==> config.mk <==
export PLATFORM = sky130hd
export DESIGN_NAME = pcr_cap_regs
export DESIGN_NICKNAME = d
export VERILOG_FILES = /design/src/core/pcr_cap_regs.v /design/src/core/pcr_apb_slave.v
export VERILOG_INCLUDE_DIRS = /design/src /design/src/core
export SDC_FILE = /design/constraint.sdc
export NUM_CORES = 1
export LEC_CHECK = 0
export BUFFER_PORTS_ARGS = -buffer_cell sky130_fd_sc_hd__buf_2
export CAP_MARGIN = 20
export CORE_MARGIN = 3
export CORE_UTILIZATION = 44
export DETAILED_ROUTE_END_ITERATION = 7
export PLACE_DENSITY = 0.88
export RECOVER_POWER = 25
export SYNTH_ARGS = -nofsm -noshare
export SYNTH_HDL_FRONTEND = slang
export SYNTH_HIERARCHICAL = 1
export SYNTH_SLANG_ARGS = --single-unit
==> constraint.sdc <==
create_clock -name clk -period 1.85 [get_ports clk]
set_clock_uncertainty 0.2 [all_clocks]
set_input_delay 0.185 -clock clk [delete_from_list [all_inputs] [get_ports clk]]
set_output_delay 0.185 -clock clk [all_outputs]
set_load 0.1 [all_outputs]
==> src/core/pcr_defines.vh <==
// Constants of the express capability register bank: indexes, field positions, reset values
`ifndef PCR_DEFINES_VH
`define PCR_DEFINES_VH

// ----------------------------------------------------------------------------
// Register indexes (byte address = index * 4)
// ----------------------------------------------------------------------------
`define PCR_IDX_CAP_PTR        10'h034
`define PCR_IDX_CAP_ID         10'h040
`define PCR_IDX_NEXT_PTR       10'h041
`define PCR_IDX_EXP_CAPS       10'h042
`define PCR_IDX_DEV_CAPS       10'h044
`define PCR_IDX_DEV_CTRL       10'h048
`define PCR_IDX_DEV_STAT       10'h04a
`define PCR_IDX_LINK_CAPS      10'h04c
`define PCR_IDX_LINK_CTRL      10'h050
`define PCR_IDX_LINK_STAT      10'h052

// ----------------------------------------------------------------------------
// Fixed values
// ----------------------------------------------------------------------------
`define PCR_VAL_CAP_PTR        8'h40
`define PCR_VAL_CAP_ID         8'h10
`define PCR_VAL_NEXT_PTR       8'h80
`define PCR_VAL_CAP_VERSION    4'h2
`define PCR_TYPE_ROOT_PORT     4'h4
`define PCR_TYPE_SWITCH_DOWN   4'h6
`define PCR_SIZE_BASE          13'h0080
`define PCR_SIZE_CODE_MAX      3'h5

// ----------------------------------------------------------------------------
// Reset values of the writable registers
// ----------------------------------------------------------------------------
`define PCR_RST_DEV_CTRL       16'h2000
`define PCR_RST_LINK_CTRL      16'h0000

// ----------------------------------------------------------------------------
// Field positions
// ----------------------------------------------------------------------------
`define PCR_DC_MRRS_LSB        12
`define PCR_DC_MPS_LSB         5
`define PCR_DC_WR_MASK         16'hffff
`define PCR_LC_WR_MASK         16'h0efb
`define PCR_LC_RETRAIN         5
`define PCR_DS_W1C_MASK        4'hf

`endif

==> src/core/pcr_cap_regs.v <==
// Express capability register bank behind an APB slave port
//
// Functional notes
// - Capability identifier byte is read-only and returns 0x10.
// - Next-capability pointer byte is read-only and returns 0x80.
// - Read-only five-bit interrupt message number sits in capabilities bits 13:9.
// - Port type field encodes application and exposes or hides type-specific bits.
// - Capability version in capabilities bits 3:0 reads 0x2.
// - Device capabilities read-only; bit 28 shows function level reset support.
// - Supported max payload codes 000..101 mean 128..4096 bytes; 110, 111 reserved.
// - Writable max read request size; user reads never exceed it.
// - Writable max payload size; user packets never exceed it.
// - Device control bits 15, 11, 10, 9, 8 and 4 are writable enables.
// - Device control bits 3..0 are writable error reporting enables.
// - Device status bits 15:4 read-only; bits 3:0 clear on written one.
// - Status bits 15:6 zero, 5 pending, 4 aux power, 3:0 errors.
// - Link caps: port number, bit 22 one, bits 21:19 downstream only, 18 zero.
// - Link caps power-state support field and L1, L0s exit latencies.
// - Maximum link width uses one-hot lane codes.
// - Maximum link speed codes 0001, 0010, 0011.
// - Link control writable bits 11:9, 7:4; bits 15:12 and 8 read zero.
// - Link control bit 3 picks completion boundary; bit 2 reads zero.
// - Link control bits 1:0 enable L0s, L1 or both.
// - Link status bits 15:11 report link state; bit 10 reads zero.
// - Link status reports negotiated width one-hot and current speed.
// - Capabilities pointer in the standard header reads 0x40.
`timescale 1ns/100ps
`default_nettype none
`include "pcr_defines.vh"

module pcr_cap_regs
(
  // Clock and reset
  input  wire        clk,
  input  wire        arst_n,
  // APB slave
  input  wire        psel,
  input  wire        penable,
  input  wire        pwrite,
  input  wire [11:0] paddr,
  input  wire [31:0] pwdata,
  input  wire [3:0]  pstrb,
  output wire [31:0] prdata,
  output wire        pready,
  output wire        pslverr,
  // Device configuration
  input  wire [3:0]  cfgPortType,
  input  wire [4:0]  cfgIntMsgNum,
  input  wire        cfgSlotImpl,
  input  wire        cfgFlrSupported,
  input  wire [2:0]  cfgMaxPayloadSup,
  input  wire [1:0]  cfgPhantomSup,
  input  wire        cfgExtTagSup,
  input  wire [2:0]  cfgL0sAccLat,
  input  wire [2:0]  cfgL1AccLat,
  // Link configuration
  input  wire [7:0]  cfgPortNum,
  input  wire [2:0]  cfgL1ExitLat,
  input  wire [2:0]  cfgL0sExitLat,
  input  wire [1:0]  cfgAspmSup,
  input  wire [5:0]  cfgMaxLinkWidth,
  input  wire [3:0]  cfgMaxLinkSpeed,
  // Device events and state
  input  wire        evtUnsupReq,
  input  wire        evtFatalErr,
  input  wire        evtNonFatalErr,
  input  wire        evtCorrErr,
  input  wire        stTransPending,
  input  wire        stAuxPowerDet,
  // Link state
  input  wire        stAutoBwChange,
  input  wire        stBwMgmtChange,
  input  wire        stDllActive,
  input  wire        stSlotClkCfg,
  input  wire        stLinkTraining,
  input  wire [5:0]  stNegWidth,
  input  wire [3:0]  stLinkSpeed,
  // Device control outputs
  output wire [2:0]  ctlMaxReadReqCode,
  output wire [2:0]  ctlMaxPayloadCode,
  output wire [12:0] ctlMaxReadReqBytes,
  output wire [12:0] ctlMaxPayloadBytes,
  output wire        ctlBridgeRetryFlr,
  output wire        ctlNoSnoopEn,
  output wire        ctlAuxPwrEn,
  output wire        ctlPhantomEn,
  output wire        ctlExtTagEn,
  output wire        ctlRelaxedOrdEn,
  output wire [3:0]  ctlErrReportEn,
  // Link control outputs and downstream port flag
  output wire        lnkAutoBwIntEn,
  output wire        lnkBwMgmtIntEn,
  output wire        lnkAutoWidthDis,
  output wire        lnkExtSync,
  output wire        lnkCommonClk,
  output wire        lnkRetrainPulse,
  output wire        lnkDisable,
  output wire        lnkRcb128,
  output wire [1:0]  lnkAspmCtl,
  output wire        isDownstream
);

  // ----------------------------------------------------------------------------
  // Functions
  // ----------------------------------------------------------------------------
  // Size code to bytes: each step doubles from 128
  function [12:0] codeToBytes;
    input [2:0] code;
    begin
      codeToBytes = `PCR_SIZE_BASE << code;
    end
  endfunction

  // Merge the two low byte lanes of a write into a 16-bit register
  function [15:0] laneMerge;
    input [15:0] oldVal;
    input [15:0] newVal;
    input [1:0]  strb;
    begin
      laneMerge[7:0]  = strb[0] ? newVal[7:0] : oldVal[7:0];
      laneMerge[15:8] = strb[1] ? newVal[15:8] : oldVal[15:8];
    end
  endfunction

  // ----------------------------------------------------------------------------
  // Bus front end
  // ----------------------------------------------------------------------------
  wire [9:0]  regIdx;
  wire        aligned;
  wire        setupRead;
  wire        setupAny;
  wire        accessWrite;

  pcr_apb_slave u_apb
  (
    .psel        (psel),
    .penable     (penable),
    .pwrite      (pwrite),
    .paddr       (paddr),
    .regIdx      (regIdx),
    .aligned     (aligned),
    .setupRead   (setupRead),
    .setupAny    (setupAny),
    .accessWrite (accessWrite),
    .pready      (pready)
  );

  // ----------------------------------------------------------------------------
  // Storage
  // ----------------------------------------------------------------------------
  reg  [15:0] devCtrl_q;
  reg  [15:0] devCtrl_d;
  reg  [15:0] linkCtrl_q;
  reg  [15:0] linkCtrl_d;
  reg  [3:0]  errStat_q;
  reg  [3:0]  errStat_d;
  reg         retrain_q;
  reg  [31:0] rdData_q;
  reg         slvErr_q;
  reg  [31:0] rdMux;
  reg         hit;

  wire        wrDevCtrl  = accessWrite & aligned & (regIdx == `PCR_IDX_DEV_CTRL);
  wire        wrDevStat  = accessWrite & aligned & (regIdx == `PCR_IDX_DEV_STAT);
  wire        wrLinkCtrl = accessWrite & aligned & (regIdx == `PCR_IDX_LINK_CTRL);
  wire [15:0] wrDataLo   = pwdata[15:0];

  // ----------------------------------------------------------------------------
  // Hard-wired words
  // ----------------------------------------------------------------------------
  wire        downstream = (cfgPortType == `PCR_TYPE_ROOT_PORT) ||
                           (cfgPortType == `PCR_TYPE_SWITCH_DOWN);

  wire [15:0] expCaps = {2'h0,
                         cfgIntMsgNum,
                         cfgSlotImpl & downstream,
                         cfgPortType,
                         `PCR_VAL_CAP_VERSION};

  wire [31:0] devCaps = {3'h0,
                         cfgFlrSupported,
                         12'h000,
                         4'h0,
                         cfgL1AccLat,
                         cfgL0sAccLat,
                         cfgExtTagSup,
                         cfgPhantomSup,
                         cfgMaxPayloadSup};

  wire [31:0] linkCaps = {cfgPortNum,
                          1'b0,
                          1'b1,
                          {3{downstream}},
                          1'b0,
                          cfgL1ExitLat,
                          cfgL0sExitLat,
                          cfgAspmSup,
                          cfgMaxLinkWidth,
                          cfgMaxLinkSpeed};

  wire [15:0] devStat = {10'h000,
                         stTransPending,
                         stAuxPowerDet,
                         errStat_q};

  wire [15:0] linkStat = {stAutoBwChange,
                          stBwMgmtChange,
                          stDllActive,
                          stSlotClkCfg,
                          stLinkTraining,
                          1'b0,
                          stNegWidth,
                          stLinkSpeed};

  // ----------------------------------------------------------------------------
  // Read decode
  // ----------------------------------------------------------------------------
  always @*
  begin
    hit   = aligned;
    rdMux = 32'h0000_0000;
    case (regIdx)
      `PCR_IDX_CAP_PTR   : rdMux = {24'h000000, `PCR_VAL_CAP_PTR};
      `PCR_IDX_CAP_ID    : rdMux = {24'h000000, `PCR_VAL_CAP_ID};
      `PCR_IDX_NEXT_PTR  : rdMux = {24'h000000, `PCR_VAL_NEXT_PTR};
      `PCR_IDX_EXP_CAPS  : rdMux = {16'h0000, expCaps};
      `PCR_IDX_DEV_CAPS  : rdMux = devCaps;
      `PCR_IDX_DEV_CTRL  : rdMux = {16'h0000, devCtrl_q};
      `PCR_IDX_DEV_STAT  : rdMux = {16'h0000, devStat};
      `PCR_IDX_LINK_CAPS : rdMux = linkCaps;
      `PCR_IDX_LINK_CTRL : rdMux = {16'h0000, linkCtrl_q};
      `PCR_IDX_LINK_STAT : rdMux = {16'h0000, linkStat};
      default            : hit = 1'b0;
    endcase
    if (!aligned)
    begin
      rdMux = 32'h0000_0000;
    end
  end

  // ----------------------------------------------------------------------------
  // Next values of writable state
  // ----------------------------------------------------------------------------
  reg  [15:0] dcMerged;
  reg  [2:0]  newMrrs;
  reg  [2:0]  newMps;

  always @*
  begin
    dcMerged  = laneMerge(devCtrl_q, wrDataLo, pstrb[1:0]);
    newMrrs   = dcMerged[`PCR_DC_MRRS_LSB +: 3];
    newMps    = dcMerged[`PCR_DC_MPS_LSB +: 3];
    devCtrl_d = devCtrl_q;
    if (wrDevCtrl)
    begin
      // Only writable bits change; others stay fixed
      devCtrl_d = (dcMerged & `PCR_DC_WR_MASK) | (devCtrl_q & ~`PCR_DC_WR_MASK);
      // A reserved size code would leave user logic without a limit, so it is refused
      if (newMrrs > `PCR_SIZE_CODE_MAX)
      begin
        devCtrl_d[`PCR_DC_MRRS_LSB +: 3] = devCtrl_q[`PCR_DC_MRRS_LSB +: 3];
      end
      if (newMps > `PCR_SIZE_CODE_MAX)
      begin
        devCtrl_d[`PCR_DC_MPS_LSB +: 3] = devCtrl_q[`PCR_DC_MPS_LSB +: 3];
      end
    end
  end

  always @*
  begin
    linkCtrl_d = linkCtrl_q;
    if (wrLinkCtrl)
    begin
      linkCtrl_d = laneMerge(linkCtrl_q, wrDataLo, pstrb[1:0]) & `PCR_LC_WR_MASK;
    end
  end

  // Set wins over a clear in the same cycle, so no event is lost
  always @*
  begin
    errStat_d = errStat_q;
    if (wrDevStat && pstrb[0])
    begin
      errStat_d = errStat_q & ~(wrDataLo[3:0] & `PCR_DS_W1C_MASK);
    end
    errStat_d = errStat_d | {evtUnsupReq, evtFatalErr, evtNonFatalErr, evtCorrErr};
  end

  // ----------------------------------------------------------------------------
  // Registers
  // ----------------------------------------------------------------------------
  always @(posedge clk or negedge arst_n)
  begin
    if (!arst_n)
    begin
      devCtrl_q  <= `PCR_RST_DEV_CTRL;
      linkCtrl_q <= `PCR_RST_LINK_CTRL;
      errStat_q  <= 4'h0;
      retrain_q  <= 1'b0;
      rdData_q   <= 32'h0000_0000;
      slvErr_q   <= 1'b0;
    end
    else
    begin
      devCtrl_q  <= devCtrl_d;
      linkCtrl_q <= linkCtrl_d;
      errStat_q  <= errStat_d;
      retrain_q  <= wrLinkCtrl & pstrb[0] & wrDataLo[`PCR_LC_RETRAIN];
      if (setupRead)
      begin
        rdData_q <= rdMux;
      end
      if (setupAny)
      begin
        slvErr_q <= ~hit;
      end
    end
  end

  // ----------------------------------------------------------------------------
  // Outputs
  // ----------------------------------------------------------------------------
  assign prdata  = rdData_q;
  assign pslverr = slvErr_q & psel & penable;

  assign ctlMaxReadReqCode  = devCtrl_q[14:12];
  assign ctlMaxPayloadCode  = devCtrl_q[7:5];
  assign ctlMaxReadReqBytes = codeToBytes(devCtrl_q[14:12]);
  assign ctlMaxPayloadBytes = codeToBytes(devCtrl_q[7:5]);
  assign ctlBridgeRetryFlr  = devCtrl_q[15];
  assign ctlNoSnoopEn       = devCtrl_q[11];
  assign ctlAuxPwrEn        = devCtrl_q[10];
  assign ctlPhantomEn       = devCtrl_q[9];
  assign ctlExtTagEn        = devCtrl_q[8];
  assign ctlRelaxedOrdEn    = devCtrl_q[4];
  assign ctlErrReportEn     = devCtrl_q[3:0];

  assign lnkAutoBwIntEn  = linkCtrl_q[11];
  assign lnkBwMgmtIntEn  = linkCtrl_q[10];
  assign lnkAutoWidthDis = linkCtrl_q[9];
  assign lnkExtSync      = linkCtrl_q[7];
  assign lnkCommonClk    = linkCtrl_q[6];
  assign lnkRetrainPulse = retrain_q;
  assign lnkDisable      = linkCtrl_q[4];
  assign lnkRcb128       = linkCtrl_q[3];
  assign lnkAspmCtl      = linkCtrl_q[1:0];
  assign isDownstream    = downstream;

endmodule

`default_nettype wire

==> src/core/pcr_apb_slave.v <==
// APB slave front end: index decode, access strobes and ready
`timescale 1ns/100ps
`default_nettype none

module pcr_apb_slave
(
  // APB request
  input  wire        psel,
  input  wire        penable,
  input  wire        pwrite,
  input  wire [11:0] paddr,
  // Decoded access
  output wire [9:0]  regIdx,
  output wire        aligned,
  output wire        setupRead,
  output wire        setupAny,
  output wire        accessWrite,
  output wire        pready
);

  // ----------------------------------------------------------------------------
  // Decode
  // ----------------------------------------------------------------------------
  // Zero wait states: read data is latched in the setup phase, so ready can stay high
  assign regIdx      = paddr[11:2];
  assign aligned     = (paddr[1:0] == 2'h0);
  assign setupAny    = psel & ~penable;
  assign setupRead   = setupAny & ~pwrite;
  assign accessWrite = psel & penable & pwrite;
  assign pready      = 1'b1;

endmodule

`default_nettype wire

==> results.cfg, run 1 <==
[power_and_ir_drop]
max-vdd-ir-drop_mv = 0.773
power.density_nw_per_um2 = 611
p_leak_nw = 2.98
finalPower_mw = 3.62

[place]
dpl_cell_area_um2 = 5250
post-place-ws_ns = -0.208
hpwl_um = 9630
dp.cells = 644
port_buffers = 174
gp_congestion = 0.910

[floorplan]
dieHeight_um = 96.3
chipWidth_um = 96.3
rows = 32
fp.coreArea_um2 = 7810
die_area_um2 = 9280
initial_utilization_pct = 46.0
io_pins = 210

[setup_path]
crit_path_top_delay_cell = dfstp_4
crit_required_ns = 1.46
path_cells = buf_2
critPathTopFamily = flip-flops
slowest_delay_ns = 0.68
startpoint_type = register
path_max_fanout = 8
cp.buffers_inverters = 1
arrival_ns = 1.46
worstSetupPathType = register to output pin
end_kind = output pin

[route]
routed_via_density = 5.52
vias = 3883
wl_um = 13300
top_layer_used = met4
drt-initial-drc-count = 244
wl_met3_um = 1080
drt-met1-wl_um = 5080
ant_nets = 0
dr.pass1.iters = 5
wl_met2_um = 6810
drc = 0
wire_per_inst_um = 18.9

[synthesis]
yosysSeqAreaShare_pct = 41.9
synthCells = 330
synth_edf_count = 0
syn_avg_cell_area_um2 = 10.9
yosysMostFrequentCell = dfrtp_1
ys_top_cells_by_area = dfrtp_1 (41%), mux2_2 (9.1%), buf_4 (7.3%)
ys_types = 53
yosysWarningCount = 6
synth-seq-cells = 60
synth.top_cell.area_share_pct = 41.1
synth_commonest_cells = dfrtp_1 (59), buf_4 (35), mux2_2 (29)
synthArstFlopShare_pct = 100
synth_area_um2 = 3590
synth_top_area_cell = dfrtp_1
synth_flop_cell = dfrtp_1

[global_route]
grt_use_total_pct = 28.7
grt_pass1_wl_um = 20200
grt_pass1_vias = 4015
antenna_found_initial = 1
grt_max_degree = 61
grt_overflow_total = 0

[timing]
fin_crit_sh_pct = 100
hold_viol_final = 0
rsz0062_at_grt = true
tns_ns = 0
max_slew.worst_pin.slew_ns = 0.841
period_minus_slack_ns = 1.85
setup_viol = 0
drv_slew = 0
hold_ws_ns = 0.0143
max_slew_margin_pct = 44.0
fmax_mhz = 541
timing.final.ws_setup_ns = 0.000519

[cts]
cts_tree = done
htreeDepth = 3
ctsLongestPathBuffers = 2
clockRootBuffer = clkbuf_8
path_clk_slew_ns = 0.07
cts_made_buffers = 9
clock-sinks = 60
insertion_delay_ns = 0.34

[hold_path]
hold_class = input pin to register

[outcome]
status = complete, no violations

[final_layout]
syn2layout_area_growth_pct = 65.1
drive_gt1_share_pct = 56.6
fin_util_pct = 75.9
stdcell_count = 704
fin_nets = 719
stdcell_area_um2 = 5930

[flow_run]
drv_cap = 0
## metal layers
metal	global-route usage (%)	vias to the layer above
li1	-	1755
met1	34.0	1895
met2	50.7	202
met3	6.88	31
met4	10.0	0
met5	0	-
## worst min-delay path, cell delays in order
cell and delay, ns:
buf_2 0.11, a31oi_1 0.13, a211oi_1 0.08
## worst paths after layout
check                      slack (ns)      startpoint                   end  cells past startpoint
hold reg to reg                  0.28    errStat_q[3]          errStat_q[3]                      1
max in group asynchronous        0.42          arst_n          devCtrl_q[5]                      3
hold / removal                   0.01  cfgL1AccLat[1]            prdata[10]                      3
setup / recovery               0.0005   devCtrl_q[13]  ctlMaxReadReqCode[1]                      1
setup reg to reg                 0.22    devCtrl_q[1]             prdata[1]                      5
min in group asynchronous        0.40          arst_n         devCtrl_q[12]                      3
## kinds of logic after synthesis
logic type	Yosys count	synth area share (%)
AOI/OAI and AO/OA	81	18.8
xor gates and xnor gates	1	0.244
buffers and inverters	52	9.45
DFF	60	41.9
muxes	43	13.0
other	2	0.209
and+or+nand+nor	91	16.5
## cells in the final DEF, fill, tap and decap left out, types with 4 or more instances in the layout
| cell type | n |
|---|---|
| buf_4 | 70 |
| mux2_4 | 4 |
| nor3b_2 | 4 |
| nor2b_1 | 4 |
| conb_1 | 17 |
| a32oi_1 | 4 |
| inv_1 | 7 |
| o22a_1 | 5 |
| nand2_1 | 12 |
| nand3_1 | 4 |
| a21oi_1 | 6 |
| and3_1 | 7 |
| mux2i_1 | 14 |
| a221oi_1 | 9 |
| and3b_2 | 4 |
| dfrtp_4 | 4 |
| nor2_1 | 22 |
| dfrtp_1 | 52 |
| a21o_1 | 6 |
| nor3b_1 | 5 |
| buf_2 | 162 |
| dlygate4sd3_1 | 41 |
| a22o_1 | 10 |
| a31oi_1 | 4 |
| o2bb2ai_2 | 9 |
| buf_12 | 10 |
| nor3b_4 | 7 |
| clkbuf_8 | 9 |
| mux2_2 | 25 |
## flip-flops by register name, summed over array words and instances, names as in the netlist
signal	cells
prdata	28
lnkRetrainPulse	1
linkCtrl_q	10
devCtrl_q	16
slvErr_q	1
errStat_q	4
## layout make-up
class                      count  area (um2)
multi-input combinational    233        2030
timing repair buffer         285        1970
fill                         531        1880
sequential                    60        1530
tap                          102         128
clock buffer                   9         124
clock inverter                 7         123
inverter                       7        26.3
antenna                        1        2.50
## power by group
group	internal, mW	switching [mW]	total, mW
clock	0.901	0.569	1.47
combinational	0.270	0.542	0.812
sequential	1.33	0.0111	1.34
## repair_timing
item / 4_1_cts / 5_1_grt
setup buffers: 1 / 1
hold buffers: 41 / 0
endpoints found under the hold margin: 108 / 0
resized for setup: 5 / 1
cloned: 0 / 0
setup endpoints to repair: 6 / 4
No activity file was read; power rests on OpenSTA's default activity.
==> run 2, diff against run 1 <==
Settings changed: BUFFER_PORTS_ARGS -buffer_cell sky130_fd_sc_hd__buf_2 to -buffer_cell sky130_fd_sc_hd__buf_4.
==> results.cfg, run 2 (same netlist as run 1, synthesis figures left out) <==
[global_route]
grt_overflow_total = 0
antenna_found_initial = 0
grt_use_total_pct = 29.2
grt_max_degree = 61
grt_pass1_wl_um = 20100
grt_pass1_vias = 3902

[final_layout]
final_common_cell = buf_4
stdcell_count = 706
final_cell_mix = buf_4 (236), dfrtp_1 (52), dlygate4sd3_1 (41)
syn2layout_area_growth_pct = 75.4
fin_util_pct = 80.7
fin_nets = 722
largest_reg_flops = 28
nFillCells = 472
antenna_cells = 0
drive_gt1_share_pct = 56.8

[flow_run]
drv_cap = 0

[route]
ant_nets = 0
wire_per_inst_um = 19.5
drc = 0
routed_via_density = 5.57
drt-initial-drc-count = 225
vias = 3932
dr.pass1.iters = 5
wl_um = 13700

[cts]
ctsLongestPathBuffers = 2
cts_tree = done
clock-sinks = 60
htreeDepth = 3
path_clk_slew_ns = 0.07
cts_made_buffers = 9
insertion_delay_ns = 0.34
clockRootBuffer = clkbuf_8

[setup_path]
path_max_fanout = 8
reg2regPathDepth = 5
crit_required_ns = 1.46
timing.rr.start = linkCtrl_q[11]
cp-endpoint = ctlMaxReadReqBytes[9]
worstSetupPathType = register to output pin
r2r_setup_slack_ns = 0.22
end_kind = output pin
timing.rr.end = prdata[11]
startpoint_type = register
arrival_ns = 1.49
crit_start = devCtrl_q[13]

[timing]
hold_ws_ns = 0.0286
setup_viol = 1
timing.final.ws_setup_ns = -0.0204
hold_viol_final = 0
max_slew_margin_pct = 44.9
fmax_mhz = 535
max_slew.worst_pin.slew_ns = 0.826
drv_slew = 0
rsz0062_at_grt = true
period_minus_slack_ns = 1.87
fin_crit_sh_pct = 101

[floorplan]
initial_utilization_pct = 46.0
rows = 32
chipWidth_um = 96.3
die_area_um2 = 9280
io_pins = 210
dieHeight_um = 96.3
fp.coreArea_um2 = 7810

[power_and_ir_drop]
p_leak_nw = 3.08
max-vdd-ir-drop_mv = 0.521
finalPower_mw = 3.57
power.density_nw_per_um2 = 567

[place]
dp.cells = 648
hpwl_um = 9970
port_buffers = 174
gp_congestion = 0.885
post-place-ws_ns = -0.177

[outcome]
violations = setup timing
status = finished with violations

[hold_path]
hold_class = input pin to register
run 2: final cells by class:
| type | instances | area (um2) | share of cell area, % |
|---|---|---|---|
| Timing Repair Buffer | 288 | 2370 | 37.6 |
| Inverter | 7 | 26.3 | 0.417 |
| Clock buffer | 9 | 124 | 1.97 |
| Clock inverter | 7 | 98.8 | 1.57 |
| Multi-Input combinational cell | 233 | 2030 | 32.2 |
| Sequential cell | 60 | 1530 | 24.2 |
| Tap cell | 102 | 128 | 2.03 |
run 2: stage by stage:
step	area, um2	TNS, ns
6_report	6300	-0.0204
5_1_grt	6300	-0.0981
4_1_cts	6280	-0.0258
3_5_place_dp	5620	-6.47
3_3_place_gp	5620	-5.18
2_1_floorplan	3910	-2.75
run 2: how the worst min path moves through the flow:
stage | from | to | slack [ns] | cells after the start
floorplan | arst_n | devCtrl_q[0] | -0.31 | 0
global placement | arst_n | slvErr_q | 0.09 | 1
detailed placement | arst_n | slvErr_q | 0.1 | 1
CTS | cfgPortType[3] | prdata[21] | 0.01 | 3
global route | cfgPortType[3] | prdata[21] | 0.005 | 3
finish | cfgPortType[3] | prdata[21] | 0.03 | 3
run 2: where the power goes:
part           switching [mW]  leakage, nW  internal, mW
registers              0.0138        0.789          1.33
clock network           0.557        0.110         0.764
logic                   0.549         2.18         0.354
total                    1.12         3.08          2.45
run 2: metal layers:
layer,wire (um),track usage [%],vias up
li1,-,-,1755
met1,5150,34.0,1910
met2,7030,51.9,223
met3,1110,7.51,44
met4,460,9.81,0
met5,0,0,-
run 2: critical path, cell delays in order, from the launching register on:
cell and delay [ns]:
dfstp_4 0.69, nor3b_4 0.25, buf_12 0.20
run 2: repair_timing:
item / CTS / global route
gates resized for setup: 5 / 5
setup endpoints to repair: 3 / 5
buffers inserted: 1 / 0
hold buffers: 41 / 0
pin swaps: 0 / 0
hold endpoints to repair: 107 / 0
